===== src/mpt_pkg.sv =====
// constants, register layout and types of the motor pwm time base
package mpt_pkg;

   // ------------------------------------------------------------
   // register bus geometry and word indices
   // ------------------------------------------------------------
   localparam int          ADDR_W    = 4;
   localparam int          DATA_W    = 16;
   localparam int          CNT_W     = 15;
   localparam int          NUM_GEN   = 3;
   localparam logic [3:0]  REG_CTRL  = 4'h0;
   localparam logic [3:0]  REG_CNT   = 4'h1;
   localparam logic [3:0]  REG_PER   = 4'h2;
   localparam logic [3:0]  REG_DUTY1 = 4'h3;
   localparam logic [3:0]  REG_DUTY2 = 4'h4;
   localparam logic [3:0]  REG_DUTY3 = 4'h5;
   localparam logic [3:0]  REG_STAT  = 4'h6;

   // ------------------------------------------------------------
   // field positions and reset values
   // ------------------------------------------------------------
   localparam int          DIR_BIT   = 15;
   localparam int          FLAG_BIT  = 0;
   localparam logic [14:0] CNT_ZERO  = 15'h0000;
   localparam logic [14:0] CNT_ONE   = 15'h0001;
   localparam logic [15:0] WORD_ZERO = 16'h0000;
   localparam logic [14:0] PER_RST   = 15'h0000;
   localparam logic [3:0]  POST_ZERO = 4'h0;
   localparam logic [3:0]  POST_ONE  = 4'h1;
   localparam logic [5:0]  PRE_ZERO  = 6'h00;
   localparam logic [5:0]  PRE_ONE   = 6'h01;
   localparam logic [5:0]  PRE_DIV1  = 6'h00;
   localparam logic [5:0]  PRE_DIV4  = 6'h03;
   localparam logic [5:0]  PRE_DIV16 = 6'h0F;
   localparam logic [5:0]  PRE_DIV64 = 6'h3F;

   // ------------------------------------------------------------
   // modes and prescale codes
   // ------------------------------------------------------------
   typedef enum logic [1:0] {
      MODE_FREE   = 2'h0,
      MODE_SINGLE = 2'h1,
      MODE_UPDN   = 2'h2,
      MODE_DOUBLE = 2'h3
   } mpt_mode_e;

   // control word: run bit 15, postscale 7:4, prescale 3:2, mode 1:0
   typedef struct packed {
      logic       time_base_run;
      logic [6:0] rsvd;
      logic [3:0] postscale_sel;
      logic [1:0] prescale_sel;
      mpt_mode_e  time_base_mode_sel;
   } mpt_ctrl_s;

   localparam mpt_ctrl_s CTRL_RST = '{1'b0, 7'h00, 4'h0, 2'h0, MODE_FREE};

   // register port request
   typedef struct packed {
      logic [3:0]  addr;
      logic [15:0] wdata;
      logic        wr;
      logic        rd;
   } mpt_req_s;

endpackage


===== src/mpt_time_base.sv =====
// motor pwm time base with edge and up/down duty outputs
//
// The register offsets and the strobed register port were decided locally.
`timescale 1ns/100ps
module mpt_time_base
(
   // clock and reset
   input  wire logic        core_clk,
   input  wire logic        rst_n,
   // register port
   input  wire logic [3:0]  reg_addr,
   input  wire logic [15:0] reg_wdata,
   input  wire logic        reg_wr,
   input  wire logic        reg_rd,
   output logic      [15:0] reg_rdata,
   // time base event
   output logic             tb_event_pulse,
   // power switch pairs
   output logic             pair1_high_out,
   output logic             pair1_low_out,
   output logic             pair2_high_out,
   output logic             pair2_low_out,
   output logic             pair3_high_out,
   output logic             pair3_low_out
);

   // ------------------------------------------------------------
   // helper functions
   // ------------------------------------------------------------

   // terminal count of the prescaler for each divide code
   function automatic logic [5:0] presc_limit(input logic [1:0] sel);
      logic [5:0] lim;
      lim = mpt_pkg::PRE_DIV1;
      case (sel)
         2'h1:    lim = mpt_pkg::PRE_DIV4;
         2'h2:    lim = mpt_pkg::PRE_DIV16;
         2'h3:    lim = mpt_pkg::PRE_DIV64;
         default: lim = mpt_pkg::PRE_DIV1;
      endcase
      return lim;
   endfunction

   // edge-aligned compare: on while counter below duty
   function automatic logic duty_on(input logic [15:0] duty,
                                    input logic [14:0] cnt);
      return (duty > {1'b0, cnt});
   endfunction

   // ------------------------------------------------------------
   // state
   // ------------------------------------------------------------
   mpt_pkg::mpt_ctrl_s ctrl;                   // control word
   logic [14:0]        cnt;                    // time base count
   logic               dir_down;               // count direction
   logic [14:0]        per_buf;                // software period
   logic [14:0]        per_act;                // active period
   logic [15:0]        duty_buf [3];           // software duties
   logic [15:0]        duty_act [3];           // active duties
   logic [5:0]         presc;                  // prescaler count
   logic [3:0]         post;                   // postscaler count
   logic               flag;                   // sticky event flag

   // ------------------------------------------------------------
   // bus decode
   // ------------------------------------------------------------
   mpt_pkg::mpt_req_s req;
   assign req = '{reg_addr, reg_wdata, reg_wr, reg_rd};

   wire wr_ctrl  = req.wr && (req.addr == mpt_pkg::REG_CTRL);
   wire wr_cnt   = req.wr && (req.addr == mpt_pkg::REG_CNT);
   wire wr_per   = req.wr && (req.addr == mpt_pkg::REG_PER);
   wire wr_stat  = req.wr && (req.addr == mpt_pkg::REG_STAT);
   wire wr_duty1 = req.wr && (req.addr == mpt_pkg::REG_DUTY1);
   wire wr_duty2 = req.wr && (req.addr == mpt_pkg::REG_DUTY2);
   wire wr_duty3 = req.wr && (req.addr == mpt_pkg::REG_DUTY3);
   wire [2:0] wr_duty = {wr_duty3, wr_duty2, wr_duty1};

   // prescaler and postscaler restart on either write
   wire scale_clr = wr_ctrl || wr_cnt;

   // ------------------------------------------------------------
   // time base decode
   // ------------------------------------------------------------
   wire mpt_pkg::mpt_mode_e mode = ctrl.time_base_mode_sel;
   wire run       = ctrl.time_base_run;
   wire updn_mode = (mode == mpt_pkg::MODE_UPDN) ||
                    (mode == mpt_pkg::MODE_DOUBLE);
   wire per_zero  = (per_act == mpt_pkg::PER_RST);
   wire at_zero   = (cnt == mpt_pkg::CNT_ZERO);
   wire at_match  = (cnt == per_act);

   // counter clock: instruction clock through the prescaler
   wire presc_end = (presc == presc_limit(ctrl.prescale_sel));

   // zero period freezes the counter and all events
   wire tick      = run && presc_end && !per_zero;

   // edge modes wrap on match; up/down reverses on match
   wire edge_wrap = tick && !updn_mode && at_match;
   wire turn_down = tick && updn_mode && !dir_down && at_match;
   wire turn_up   = tick && updn_mode && dir_down && at_zero;

   // raw event per mode before postscaling
   wire ev_free   = edge_wrap && (mode == mpt_pkg::MODE_FREE);
   wire ev_single = edge_wrap && (mode == mpt_pkg::MODE_SINGLE);
   wire ev_updn   = turn_up && (mode == mpt_pkg::MODE_UPDN);
   wire ev_double = (mode == mpt_pkg::MODE_DOUBLE) &&
                    (turn_up || turn_down);

   // postscaler counts only in free-running and up/down
   wire ev_scaled = ev_free || ev_updn;
   wire post_end  = (post == ctrl.postscale_sel);
   wire next_event = (ev_scaled && post_end) ||
                     ev_single || ev_double;

   // period reload: wrap, zero in up/down, or stopped
   wire per_load  = !run || edge_wrap || turn_up;

   // duty reload: wrap, zero, match in double mode, stopped
   wire duty_load = !run || edge_wrap || turn_up ||
                    (turn_down && (mode == mpt_pkg::MODE_DOUBLE));

   // ------------------------------------------------------------
   // next counter value
   // ------------------------------------------------------------
   logic [14:0] next_cnt;
   logic        next_dir;

   // one step per tick; software write overrides the step
   always_comb
   begin
      next_cnt = cnt;
      next_dir = dir_down && updn_mode;                           // edge modes count up
      if (wr_cnt)
      begin
         // direction stays read-only
         next_cnt = req.wdata[14:0];
      end
      else if (edge_wrap)
      begin
         next_cnt = mpt_pkg::CNT_ZERO;
      end
      else if (turn_down)
      begin
         // peak held one tick, so each half spans per+1 ticks
         next_dir = 1'b1;
         next_cnt = cnt;
      end
      else if (turn_up)
      begin
         next_dir = 1'b0;
         next_cnt = cnt;
      end
      else if (tick)
      begin
         // plain step in the current direction
         next_cnt = next_dir ? cnt - mpt_pkg::CNT_ONE
                             : cnt + mpt_pkg::CNT_ONE;
      end
   end

   // ------------------------------------------------------------
   // output compare
   // ------------------------------------------------------------
   logic [2:0] next_high;

   // both alignments reduce to a below-duty compare; in up/down
   // a count equal to duty is off in both directions, on only below it
   always_comb
   begin
      next_high = 3'h0;
      for (int i = 0; i < mpt_pkg::NUM_GEN; i++)
      begin
         if (updn_mode)
         begin
            // duty equal to period keeps it on all period
            next_high[i] = duty_on(duty_act[i], next_cnt) ||
                           (duty_act[i] == {1'b0, per_act} &&
                            duty_act[i] != mpt_pkg::WORD_ZERO);
         end
         else
         begin
            // duty zero stays off, above period stays on
            next_high[i] = duty_on(duty_act[i], next_cnt);
         end
      end
   end

   // ------------------------------------------------------------
   // read mux
   // ------------------------------------------------------------
   logic [15:0] next_rdata;

   // unmapped indices read zero
   always_comb
   begin
      next_rdata = mpt_pkg::WORD_ZERO;
      if (req.addr == mpt_pkg::REG_CTRL)
      begin
         next_rdata = ctrl;
      end
      else if (req.addr == mpt_pkg::REG_CNT)
      begin
         next_rdata = {dir_down, cnt};
      end
      else if (req.addr == mpt_pkg::REG_PER)
      begin
         next_rdata = {1'b0, per_buf};
      end
      else if (req.addr == mpt_pkg::REG_DUTY1)
      begin
         next_rdata = duty_buf[0];
      end
      else if (req.addr == mpt_pkg::REG_DUTY2)
      begin
         next_rdata = duty_buf[1];
      end
      else if (req.addr == mpt_pkg::REG_DUTY3)
      begin
         next_rdata = duty_buf[2];
      end
      else if (req.addr == mpt_pkg::REG_STAT)
      begin
         next_rdata = {15'h0000, flag};
      end
   end

   // ------------------------------------------------------------
   // control register
   // ------------------------------------------------------------

   // hardware clears run at the end of a single shot; a
   // software write in the same cycle takes precedence
   always_ff @(posedge core_clk or negedge rst_n)
   begin
      if (!rst_n)
         ctrl <= mpt_pkg::CTRL_RST;
      else if (wr_ctrl)
         ctrl <= {req.wdata[15], 7'h00, req.wdata[7:0]};
      else if (ev_single)
         ctrl.time_base_run <= 1'b0;
   end

   // ------------------------------------------------------------
   // counter and direction
   // ------------------------------------------------------------

   // clearing run only stops ticks; count is kept
   always_ff @(posedge core_clk or negedge rst_n)
   begin
      if (!rst_n)
      begin
         cnt      <= mpt_pkg::CNT_ZERO;
         dir_down <= 1'b0;
      end
      else
      begin
         cnt      <= next_cnt;
         dir_down <= next_dir;
      end
   end

   // ------------------------------------------------------------
   // prescaler
   // ------------------------------------------------------------

   // free-runs so the first tick after enable is one full
   // prescale away from the last clear
   always_ff @(posedge core_clk or negedge rst_n)
   begin
      if (!rst_n)
         presc <= mpt_pkg::PRE_ZERO;
      else if (scale_clr || presc_end)
         presc <= mpt_pkg::PRE_ZERO;
      else
         presc <= presc + mpt_pkg::PRE_ONE;
   end

   // ------------------------------------------------------------
   // postscaler
   // ------------------------------------------------------------

   // restarts after every flagged free-running or up/down event
   always_ff @(posedge core_clk or negedge rst_n)
   begin
      if (!rst_n)
         post <= mpt_pkg::POST_ZERO;
      else if (scale_clr)
         post <= mpt_pkg::POST_ZERO;
      else if (ev_scaled && post_end)
         post <= mpt_pkg::POST_ZERO;
      else if (ev_scaled)
         post <= post + mpt_pkg::POST_ONE;
   end

   // ------------------------------------------------------------
   // event pulse and sticky flag
   // ------------------------------------------------------------

   // write one clears the flag; a new event wins the same cycle
   always_ff @(posedge core_clk or negedge rst_n)
   begin
      if (!rst_n)
      begin
         tb_event_pulse <= 1'b0;
         flag           <= 1'b0;
      end
      else
      begin
         tb_event_pulse <= next_event;
         if (next_event)
            flag <= 1'b1;
         else if (wr_stat && req.wdata[mpt_pkg::FLAG_BIT])
            flag <= 1'b0;
      end
   end

   // ------------------------------------------------------------
   // period buffer and active period
   // ------------------------------------------------------------

   // a zero active period is only replaced while stopped
   always_ff @(posedge core_clk or negedge rst_n)
   begin
      if (!rst_n)
      begin
         per_buf <= mpt_pkg::PER_RST;
         per_act <= mpt_pkg::PER_RST;
      end
      else
      begin
         if (wr_per)
            per_buf <= req.wdata[14:0];
         if (per_load)
            per_act <= per_buf;
      end
   end

   // ------------------------------------------------------------
   // duty buffers and active duties
   // ------------------------------------------------------------

   // active copy only moves at period boundaries, at the peak in double mode
   // or while stopped, so a write mid-period never glitches an output
   always_ff @(posedge core_clk or negedge rst_n)
   begin
      if (!rst_n)
      begin
         for (int i = 0; i < mpt_pkg::NUM_GEN; i++)
         begin
            duty_buf[i] <= mpt_pkg::WORD_ZERO;
            duty_act[i] <= mpt_pkg::WORD_ZERO;
         end
      end
      else
      begin
         for (int i = 0; i < mpt_pkg::NUM_GEN; i++)
         begin
            if (wr_duty[i])
               duty_buf[i] <= req.wdata;
            if (duty_load)
               duty_act[i] <= duty_buf[i];
         end
      end
   end

   // ------------------------------------------------------------
   // outputs and read data
   // ------------------------------------------------------------

   // low side is the exact complement of the high side
   always_ff @(posedge core_clk or negedge rst_n)
   begin
      if (!rst_n)
      begin
         pair1_high_out <= 1'b0;
         pair1_low_out  <= 1'b1;
         pair2_high_out <= 1'b0;
         pair2_low_out  <= 1'b1;
         pair3_high_out <= 1'b0;
         pair3_low_out  <= 1'b1;
         reg_rdata      <= mpt_pkg::WORD_ZERO;
      end
      else
      begin
         pair1_high_out <= next_high[0];
         pair1_low_out  <= ~next_high[0];
         pair2_high_out <= next_high[1];
         pair2_low_out  <= ~next_high[1];
         pair3_high_out <= next_high[2];
         pair3_low_out  <= ~next_high[2];
         reg_rdata      <= req.rd ? next_rdata : mpt_pkg::WORD_ZERO;
      end
   end

endmodule

===== config.mk =====
export PLATFORM = sky130hd
export DESIGN_NAME = mpt_time_base
export DESIGN_NICKNAME = d
export VERILOG_FILES = /design/src/mpt_pkg.sv /design/src/mpt_time_base.sv
export SDC_FILE = /design/constraint.sdc
export NUM_CORES = 1
export LEC_CHECK = 0
export BUFFER_PORTS_ARGS = -buffer_cell sky130_fd_sc_hd__buf_2
export CAP_MARGIN = 10
export CORE_ASPECT_RATIO = 1.2
export CORE_UTILIZATION = 60
export DETAILED_ROUTE_END_ITERATION = 8
export PLACE_DENSITY_LB_ADDON = 0.15
export RECOVER_POWER = 50
export SLEW_MARGIN = 10
export SYNTH_ARGS = -nofsm -noshare
export SYNTH_HDL_FRONTEND = slang
export SYNTH_SLANG_ARGS = --single-unit

===== constraint.sdc =====
create_clock -name core_clk -period 7.41 [get_ports core_clk]
set_clock_uncertainty 0.05 [all_clocks]
set_input_delay 0.741 -clock core_clk [delete_from_list [all_inputs] [get_ports core_clk]]
set_output_delay 0.741 -clock core_clk [all_outputs]
set_load 0.01 [all_outputs]

# After elaboration in Yosys (flattened, before gate mapping)
# Cells that the tools add are included.
classes:
  add_sub_neg: 4
  n_lt_le_gt_ge: 3
  eq_ne: 18
  mux: 30
  n_bitwise: 3
  n_reduce_logical: 54
ops:
  columns: ["operator", "count"]
  rows:
  - ["16-bit two-way mux", 7]
  - ["15-bit two-way mux", 6]
  - ["16-bit by 15-bit == test with 1-bit output", 3]
  - ["16-bit by 15-bit greater-than comparator with 1-bit output", 3]
  - ["16-bit nonzero test", 3]
  - ["15-bit logical NOT", 2]
  - ["1-bit logical AND", 27]
  - ["6-bit one-hot mux with 3 select lines", 1]
  - ["15-bit by 1-bit adder with 15-bit output, second input constant", 1]
  - ["15-bit == test", 1]
  - ["15-bit by 1-bit subtractor with 15-bit output, second input constant", 1]
  - ["1-bit logical OR", 13]
  - ["4-bit by 3-bit == test with 1-bit output, second input constant", 3]
  - ["1-bit two-way mux", 12]
  - ["4-bit two-way mux", 3]
  - ["2-bit == test, second input constant", 4]
  - ["4-bit by 2-bit == test with 1-bit output, second input constant", 2]
  - ["6-bit by 1-bit adder with 6-bit output, second input constant", 1]
  - ["6-bit == test", 1]
  - ["6-bit two-way mux", 1]
  - ["4-bit by 1-bit adder with 4-bit output, second input constant", 1]
  - ["2-bit by 1-bit == test with 1-bit output, second input constant", 2]
  - ["4-bit by 1-bit == test with 1-bit output, second input constant", 1]
  - ["4-bit == test", 1]
  - ["other kinds (6)", 12]
totals:
  reg_bits: 185
  output_inout_bits: 23
  elab_cells: 137

# Depth between registers and ports, before layout
depth:
  word_depth: 16
  mapped_depth: 19
  mapped_depth_nobuf: 18

# Least setup slack after synthesis
# No wires, ideal clock.
synth_path:
  path_kind: "input -> register"
  from: "input reg_addr[2]"
  to: "register pair2_high_out"
  setup_ns: 0.132
  t_arrival_ns: 3.858
  required_ns: 7.228
  setup_slack_ns: 3.369
  path_stages: 14
  n_path_buf: 3
  path_cell_list: "clkbuf_1 -> nor3_1 -> nand2_1 -> clkbuf_1 -> nor2_1 -> clkbuf_1 -> nand2_1 -> o21a_1 -> ha_1 -> nand4_1 -> or4b_2 -> nor3_1 -> o32a_1 -> o31ai_1"
synth_between:
  elab_chain_len: 6
synth_rtl:
  columns: ["item", "line", "source"]
  rows:
  - ["start: declaration", "mpt_time_base.sv:11", "input wire logic [3:0] reg_addr,"]
  - ["4-bit by 1-bit == test with 1-bit output (*)", "mpt_time_base.sv:71", "wire wr_cnt = req.wr && (req.addr == mpt_pkg::REG_CNT);"]
  - ["1-bit logical AND (*)", "mpt_time_base.sv:71", null]
  - ["15-bit two-way mux (*)", "mpt_time_base.sv:135", "if (wr_cnt)"]
  - ["16-bit by 15-bit greater-than comparator with 1-bit output (*)", "mpt_time_base.sv:47", "return (duty > {1'b0, cnt});"]
  - ["1-bit logical OR", "mpt_time_base.sv:178", "next_high[i] = duty_on(duty_act[i], next_cnt) ||"]
  - ["1-bit two-way mux (*)", "mpt_time_base.sv:175", "if (updn_mode)"]
  - ["via next_high[1]", "mpt_time_base.sv:166", "logic [2:0] next_high;"]
  - ["end signal: assignment", "mpt_time_base.sv:389", "pair2_high_out <= next_high[1];"]
  - ["end: declaration", "mpt_time_base.sv:21", "output logic pair2_high_out,"]
# Mark *: on every way through the listed nets, which the timed path passes. The rest lies on a longest branch.
# A chain may end at the register's enable or synchronous reset.

# Final worst setup path
layout_path:
  from: "register ctrl[2] (netlist bit)"
  to: "register pair2_high_out"
layout_between:
  elab_chain_len: 15
  elab_cells_between_ends: 22
layout_rtl:
  columns: ["item", "line", "source"]
  rows:
  - ["start: declaration", "mpt_time_base.sv:53", "mpt_pkg::mpt_ctrl_s ctrl;"]
  - ["start signal: assignment", "mpt_time_base.sv:238", "ctrl <= mpt_pkg::CTRL_RST;"]
  - ["start signal: assignment", "mpt_time_base.sv:240", "ctrl <= {req.wdata[15], 7'h00, req.wdata[7:0]};"]
  - ["2-bit == test or 2-bit by 1-bit == test with 1-bit output (tied branches)", "mpt_time_base.sv:35", "case (sel)"]
  - ["6-bit one-hot mux with 3 select lines (*)", "mpt_time_base.sv:35", null]
  - ["6-bit == test (*)", "mpt_time_base.sv:94", "wire presc_end = (presc == presc_limit(ctrl.prescale_sel));"]
  - ["1-bit logical AND (*) (2 in a row)", "mpt_time_base.sv:97", "wire tick = run && presc_end && !per_zero;"]
  - ["1-bit logical AND", "mpt_time_base.sv:101, mpt_time_base.sv:102", null]
  - ["1-bit logical AND (2 in a row)", "mpt_time_base.sv:102", "wire turn_up = tick && updn_mode && dir_down && at_zero;"]
  - ["15-bit two-way mux", "mpt_time_base.sv:150", "else if (turn_up)"]
  - ["15-bit two-way mux", "mpt_time_base.sv:144", "else if (turn_down)"]
  - ["15-bit two-way mux (*)", "mpt_time_base.sv:140", "else if (edge_wrap)"]
  - ["15-bit two-way mux (*)", "mpt_time_base.sv:135", null]
  - ["16-bit by 15-bit greater-than comparator with 1-bit output (*)", "mpt_time_base.sv:47", null]
  - ["1-bit logical OR", "mpt_time_base.sv:178", null]
  - ["1-bit two-way mux (*)", "mpt_time_base.sv:175", null]
  - ["via next_high[1]", "mpt_time_base.sv:166", null]
# Marked as above.

==> metrics.md <==
| Metric | Value |
|---|---|
| Antenna diodes | 0 |
| Clock power share | 21.9% |
| Flop pwr share | 43.3% |
| Status | finished, violations left |
| Share of Yosys cell area claimed by the top area cell type | 44.1% |
| Setup bufs post-CTS | 0 |
| CTS Buffer Depth | 2 |
| Crit path arrival time | 4840 ps |
| Final TNS setup | 0 ps |
| Clock slew at reported path FFs | 70 ps |
| Initial antenna violation count | 0 |
| RSZ-0062 raised after global routing | false |
| Critical path type | flip-flop to flip-flop |
| Post-route ant nets | 0 |
| CP max stage cell | or4b_2 |
| Starting Density | 61.3% |
| Clk sinks | 185 |
| Grt total ovfl | 0 |
| Hold Fails Final Rpt | 0 |
| Fin crit share | 61.8% |
| DRC | 0 |
| Logic gate share of total power | 34.8% |
| Final #Nets | 1,017 |
| Syn Inst Count | 933 |
| TritonRoute pass-1 iters | 7 |
| Syn_nets | 1,005 |
| CP Max Fanout | 29 |
| Hold Path Class | primary input to async pin |
| Violations in the final reports | capacitance limit, slew limit |
| Critical path startpoint category | flip-flop |
| Internal cell power | 2.59 mW |
| Async set or reset register ratio after synthesis | 100% |
| Relative slew slack | -153% |
| Hold WS | 314 ps |
| Seq/Total Area, Yosys | 44.9% |
| PostCTS Resize Cnt | 0 |
| Synth Cell Area | 10,300 um2 |
| Top area cells in the synthesized netlist | dfrtp_1 (44%), mux2_2 (12%), ha_1 (5.8%) |
| Worst-margin pin slew | 3800 ps |
| Vias in the first global route | 7,813 |
| Count leader, synth | dfrtp_1 |
| Total die area | 17,700 um2 |
| First-pass GRT wire length | 45,700 um |
| DR iter-0 viols | 744 |
| Switch Pwr | 1.76 mW |
| Syn Area/Cell | 11.1 um2 |
| Peak Freq | 0.218 GHz |
| Total number of vias | 7,793 |
| Most frequent CP cell | nor3_1 |
| Post-synth cell types | 63 |
| Final min period | 4580 ps |
| All-Layer GR Usage | 35.4% |
| CP max stage delay | 710 ps |
| IO Pins | 47 |
| Max-Cap Viols | 1 |
| Std-Cell Rows | 52 |
| Setup violators final | 0 |
| Post-synth EDFFs | 0 |
| CP delay by family, top | simple AND/OR/NAND/NOR gates |
| Skew-Pair Late Insertion Delay | 450 ps |
| Hold Buf Count CTS | 0 |
| Pwr per Cell Area | 388 nW/um2 |
| Leading area contributor after synthesis | dfrtp_1 |
| Vias/cell | 6.64 |
| Sw Share | 40.4% |
| DR WL/cell | 25.5 um |
| Final wirelength | 29,900 um |
| CTS buffer count | 17 |
| Post-Layout Cell Count | 1,174 |
| Static Leakage | 4.71 nW |
| Synth Warn # | 0 |
| Largest net degree at the start of global routing | 114 |
| Detailed Place HPWL | 21,500 um |
| Slew Limit Fails | 74 |
| Worst vdd ir | 211 uV |
| Gpl congestion | 0.994 |
| Core Util, Final | 66.6% |
| Synthesis-to-layout area growth | 8.63% |
| Clk Tree Root Cell | clkbuf_16 |
| Post-synth top flop | dfrtp_1 |
| Chip width | 122 um |
| H-tree depth | 4 |
| Number of synthesized register bits | 185 |
| Die H | 146 um |
| Port buffer count | 46 |
| Crit path required time | 7680 ps |
| Setup crit end kind | flip-flop |
| Most frequent cells after synthesis | dfrtp_1 (182), mux2_2 (114), nand2_1 (63) |
| TritonCTS clock tree | done |
| Dpl cells | 1,142 |
| WP buf/inv | 1 |
| Layout cell share with drive strength beyond 1 | 21.8% |
| CP cell instances | nor3_1 > o21ai_1 > a221oi_2 > and4_1 > nand2_1 > o21ai_2 > buf_4 > o21a_1 > ha_1 > nand4_1 > or4b_2 > nor3_1 > o32a_1 > o31ai_1 |
| Core box area | 16,900 um2 |
## cells by family (layout without fill, tap and decap cells)
logic type / Yosys count / count (layout) / synth area share, %
and+or+nand+nor: 247 / 247 / 12.5
xor gates and xnor gates: 84 / 84 / 7.13
AOI/OAI and AO/OA: 165 / 165 / 10.8
DFF: 185 / 185 / 44.9
adders and majority gates: 48 / 48 / 5.82
muxes: 139 / 139 / 15.8
buffers and inverters: 65 / 90 / 2.97
## state kept, by name, summed over array words and instances, names as in the netlist, 2 cells and up
register	flops
post	4
per_act	15
ctrl	6
per_buf	15
duty_act	48
mode	2
reg_rdata	16
cnt	15
presc	6
duty_buf	48
## layer usage
| layer | global-route usage (%) | vias up | share of wire, % |
|---|---|---|---|
| met5 | 0 | - | 0 |
| met2 | 56.2 | 387 | 47 |
| met3 | 5.84 | 113 | 5.7 |
| li1 | - | 3466 | - |
| met4 | 21.4 | 0 | 6.6 |
| met1 | 45.3 | 3827 | 41 |
## power by group through the flow
stage | Sequential [mW] | Combinational, mW | Clock (mW)
after detailed placement | 1.87 | 1.49 | 0
after global placement | 1.87 | 1.48 | 0
after CTS | 1.86 | 1.51 | 0.957
after global routing | 1.91 | 1.67 | 1.00
final | 1.88 | 1.51 | 0.953
after floorplan | 1.55 | 1.31 | 0
## cell type report
| type | count | area (um2) |
|---|---|---|
| fillers | 1362 | 5640 |
| multi-input cells | 683 | 5420 |
| well taps | 216 | 270 |
| flip-flops and latches | 185 | 4630 |
| clock inverters | 15 | 203 |
| clock buffers | 17 | 425 |
| inverters | 8 | 30.0 |
| repair buffers | 50 | 235 |
## per-stage QoR
stage	setup WS [ps]	cell area [um2]	power [mW]
after floorplan	3370	10300	2.87
after global placement	2970	10600	3.35
after detailed placement	2950	10600	3.36
after CTS	2910	11200	4.32
after global routing	1820	11200	4.58
final	2830	11200	4.35
## cells in the final DEF, fill, tap and decap left out, types with 6 or more instances in the layout
master     synthesis  layout
clkbuf_1          24      25
o21a_1            21      21
xor2_1            37      37
ha_1              48      48
clkinv_8           0       6
clkbuf_16          0      17
and3_1             6       6
nand4_1           30      30
mux2_4            20      20
mux2_2           114     114
nor2b_1           10      10
inv_1              8       8
a22oi_1           14      14
o211ai_1           6       6
a21oi_1           21      21
xnor2_1           47      47
nor2_1            36      36
a222oi_1           7       7
o21ai_0           45      45
nand2_1           63      63
buf_2             26      21
a31oi_1           12      12
dfrtp_1          182     182
nor4_1            24      24
nor3_1            15      13
nand3_1           32      32
## worst paths after layout
check / from / end / slack (ps) / cells after the start
setup / recovery: ctrl[2]$_DFFE_PN0P_ / pair2_high_out$_DFF_PN0_ / 2830 / 14
hold / removal: rst_n / reg_rdata[8]$_DFF_PN0_ / 310 / 1
setup reg to reg: ctrl[2]$_DFFE_PN0P_ / pair2_high_out$_DFF_PN0_ / 2830 / 14
hold reg to reg: duty_buf[47]$_DFFE_PN0P_ / duty_act[47]$_DFFE_PN0P_ / 490 / 1
max in group asynchronous: rst_n / ctrl[2]$_DFFE_PN0P_ / 2880 / 2
min in group core_clk: duty_buf[47]$_DFFE_PN0P_ / duty_act[47]$_DFFE_PN0P_ / 490 / 1
(Power assumes the default switching activity.)
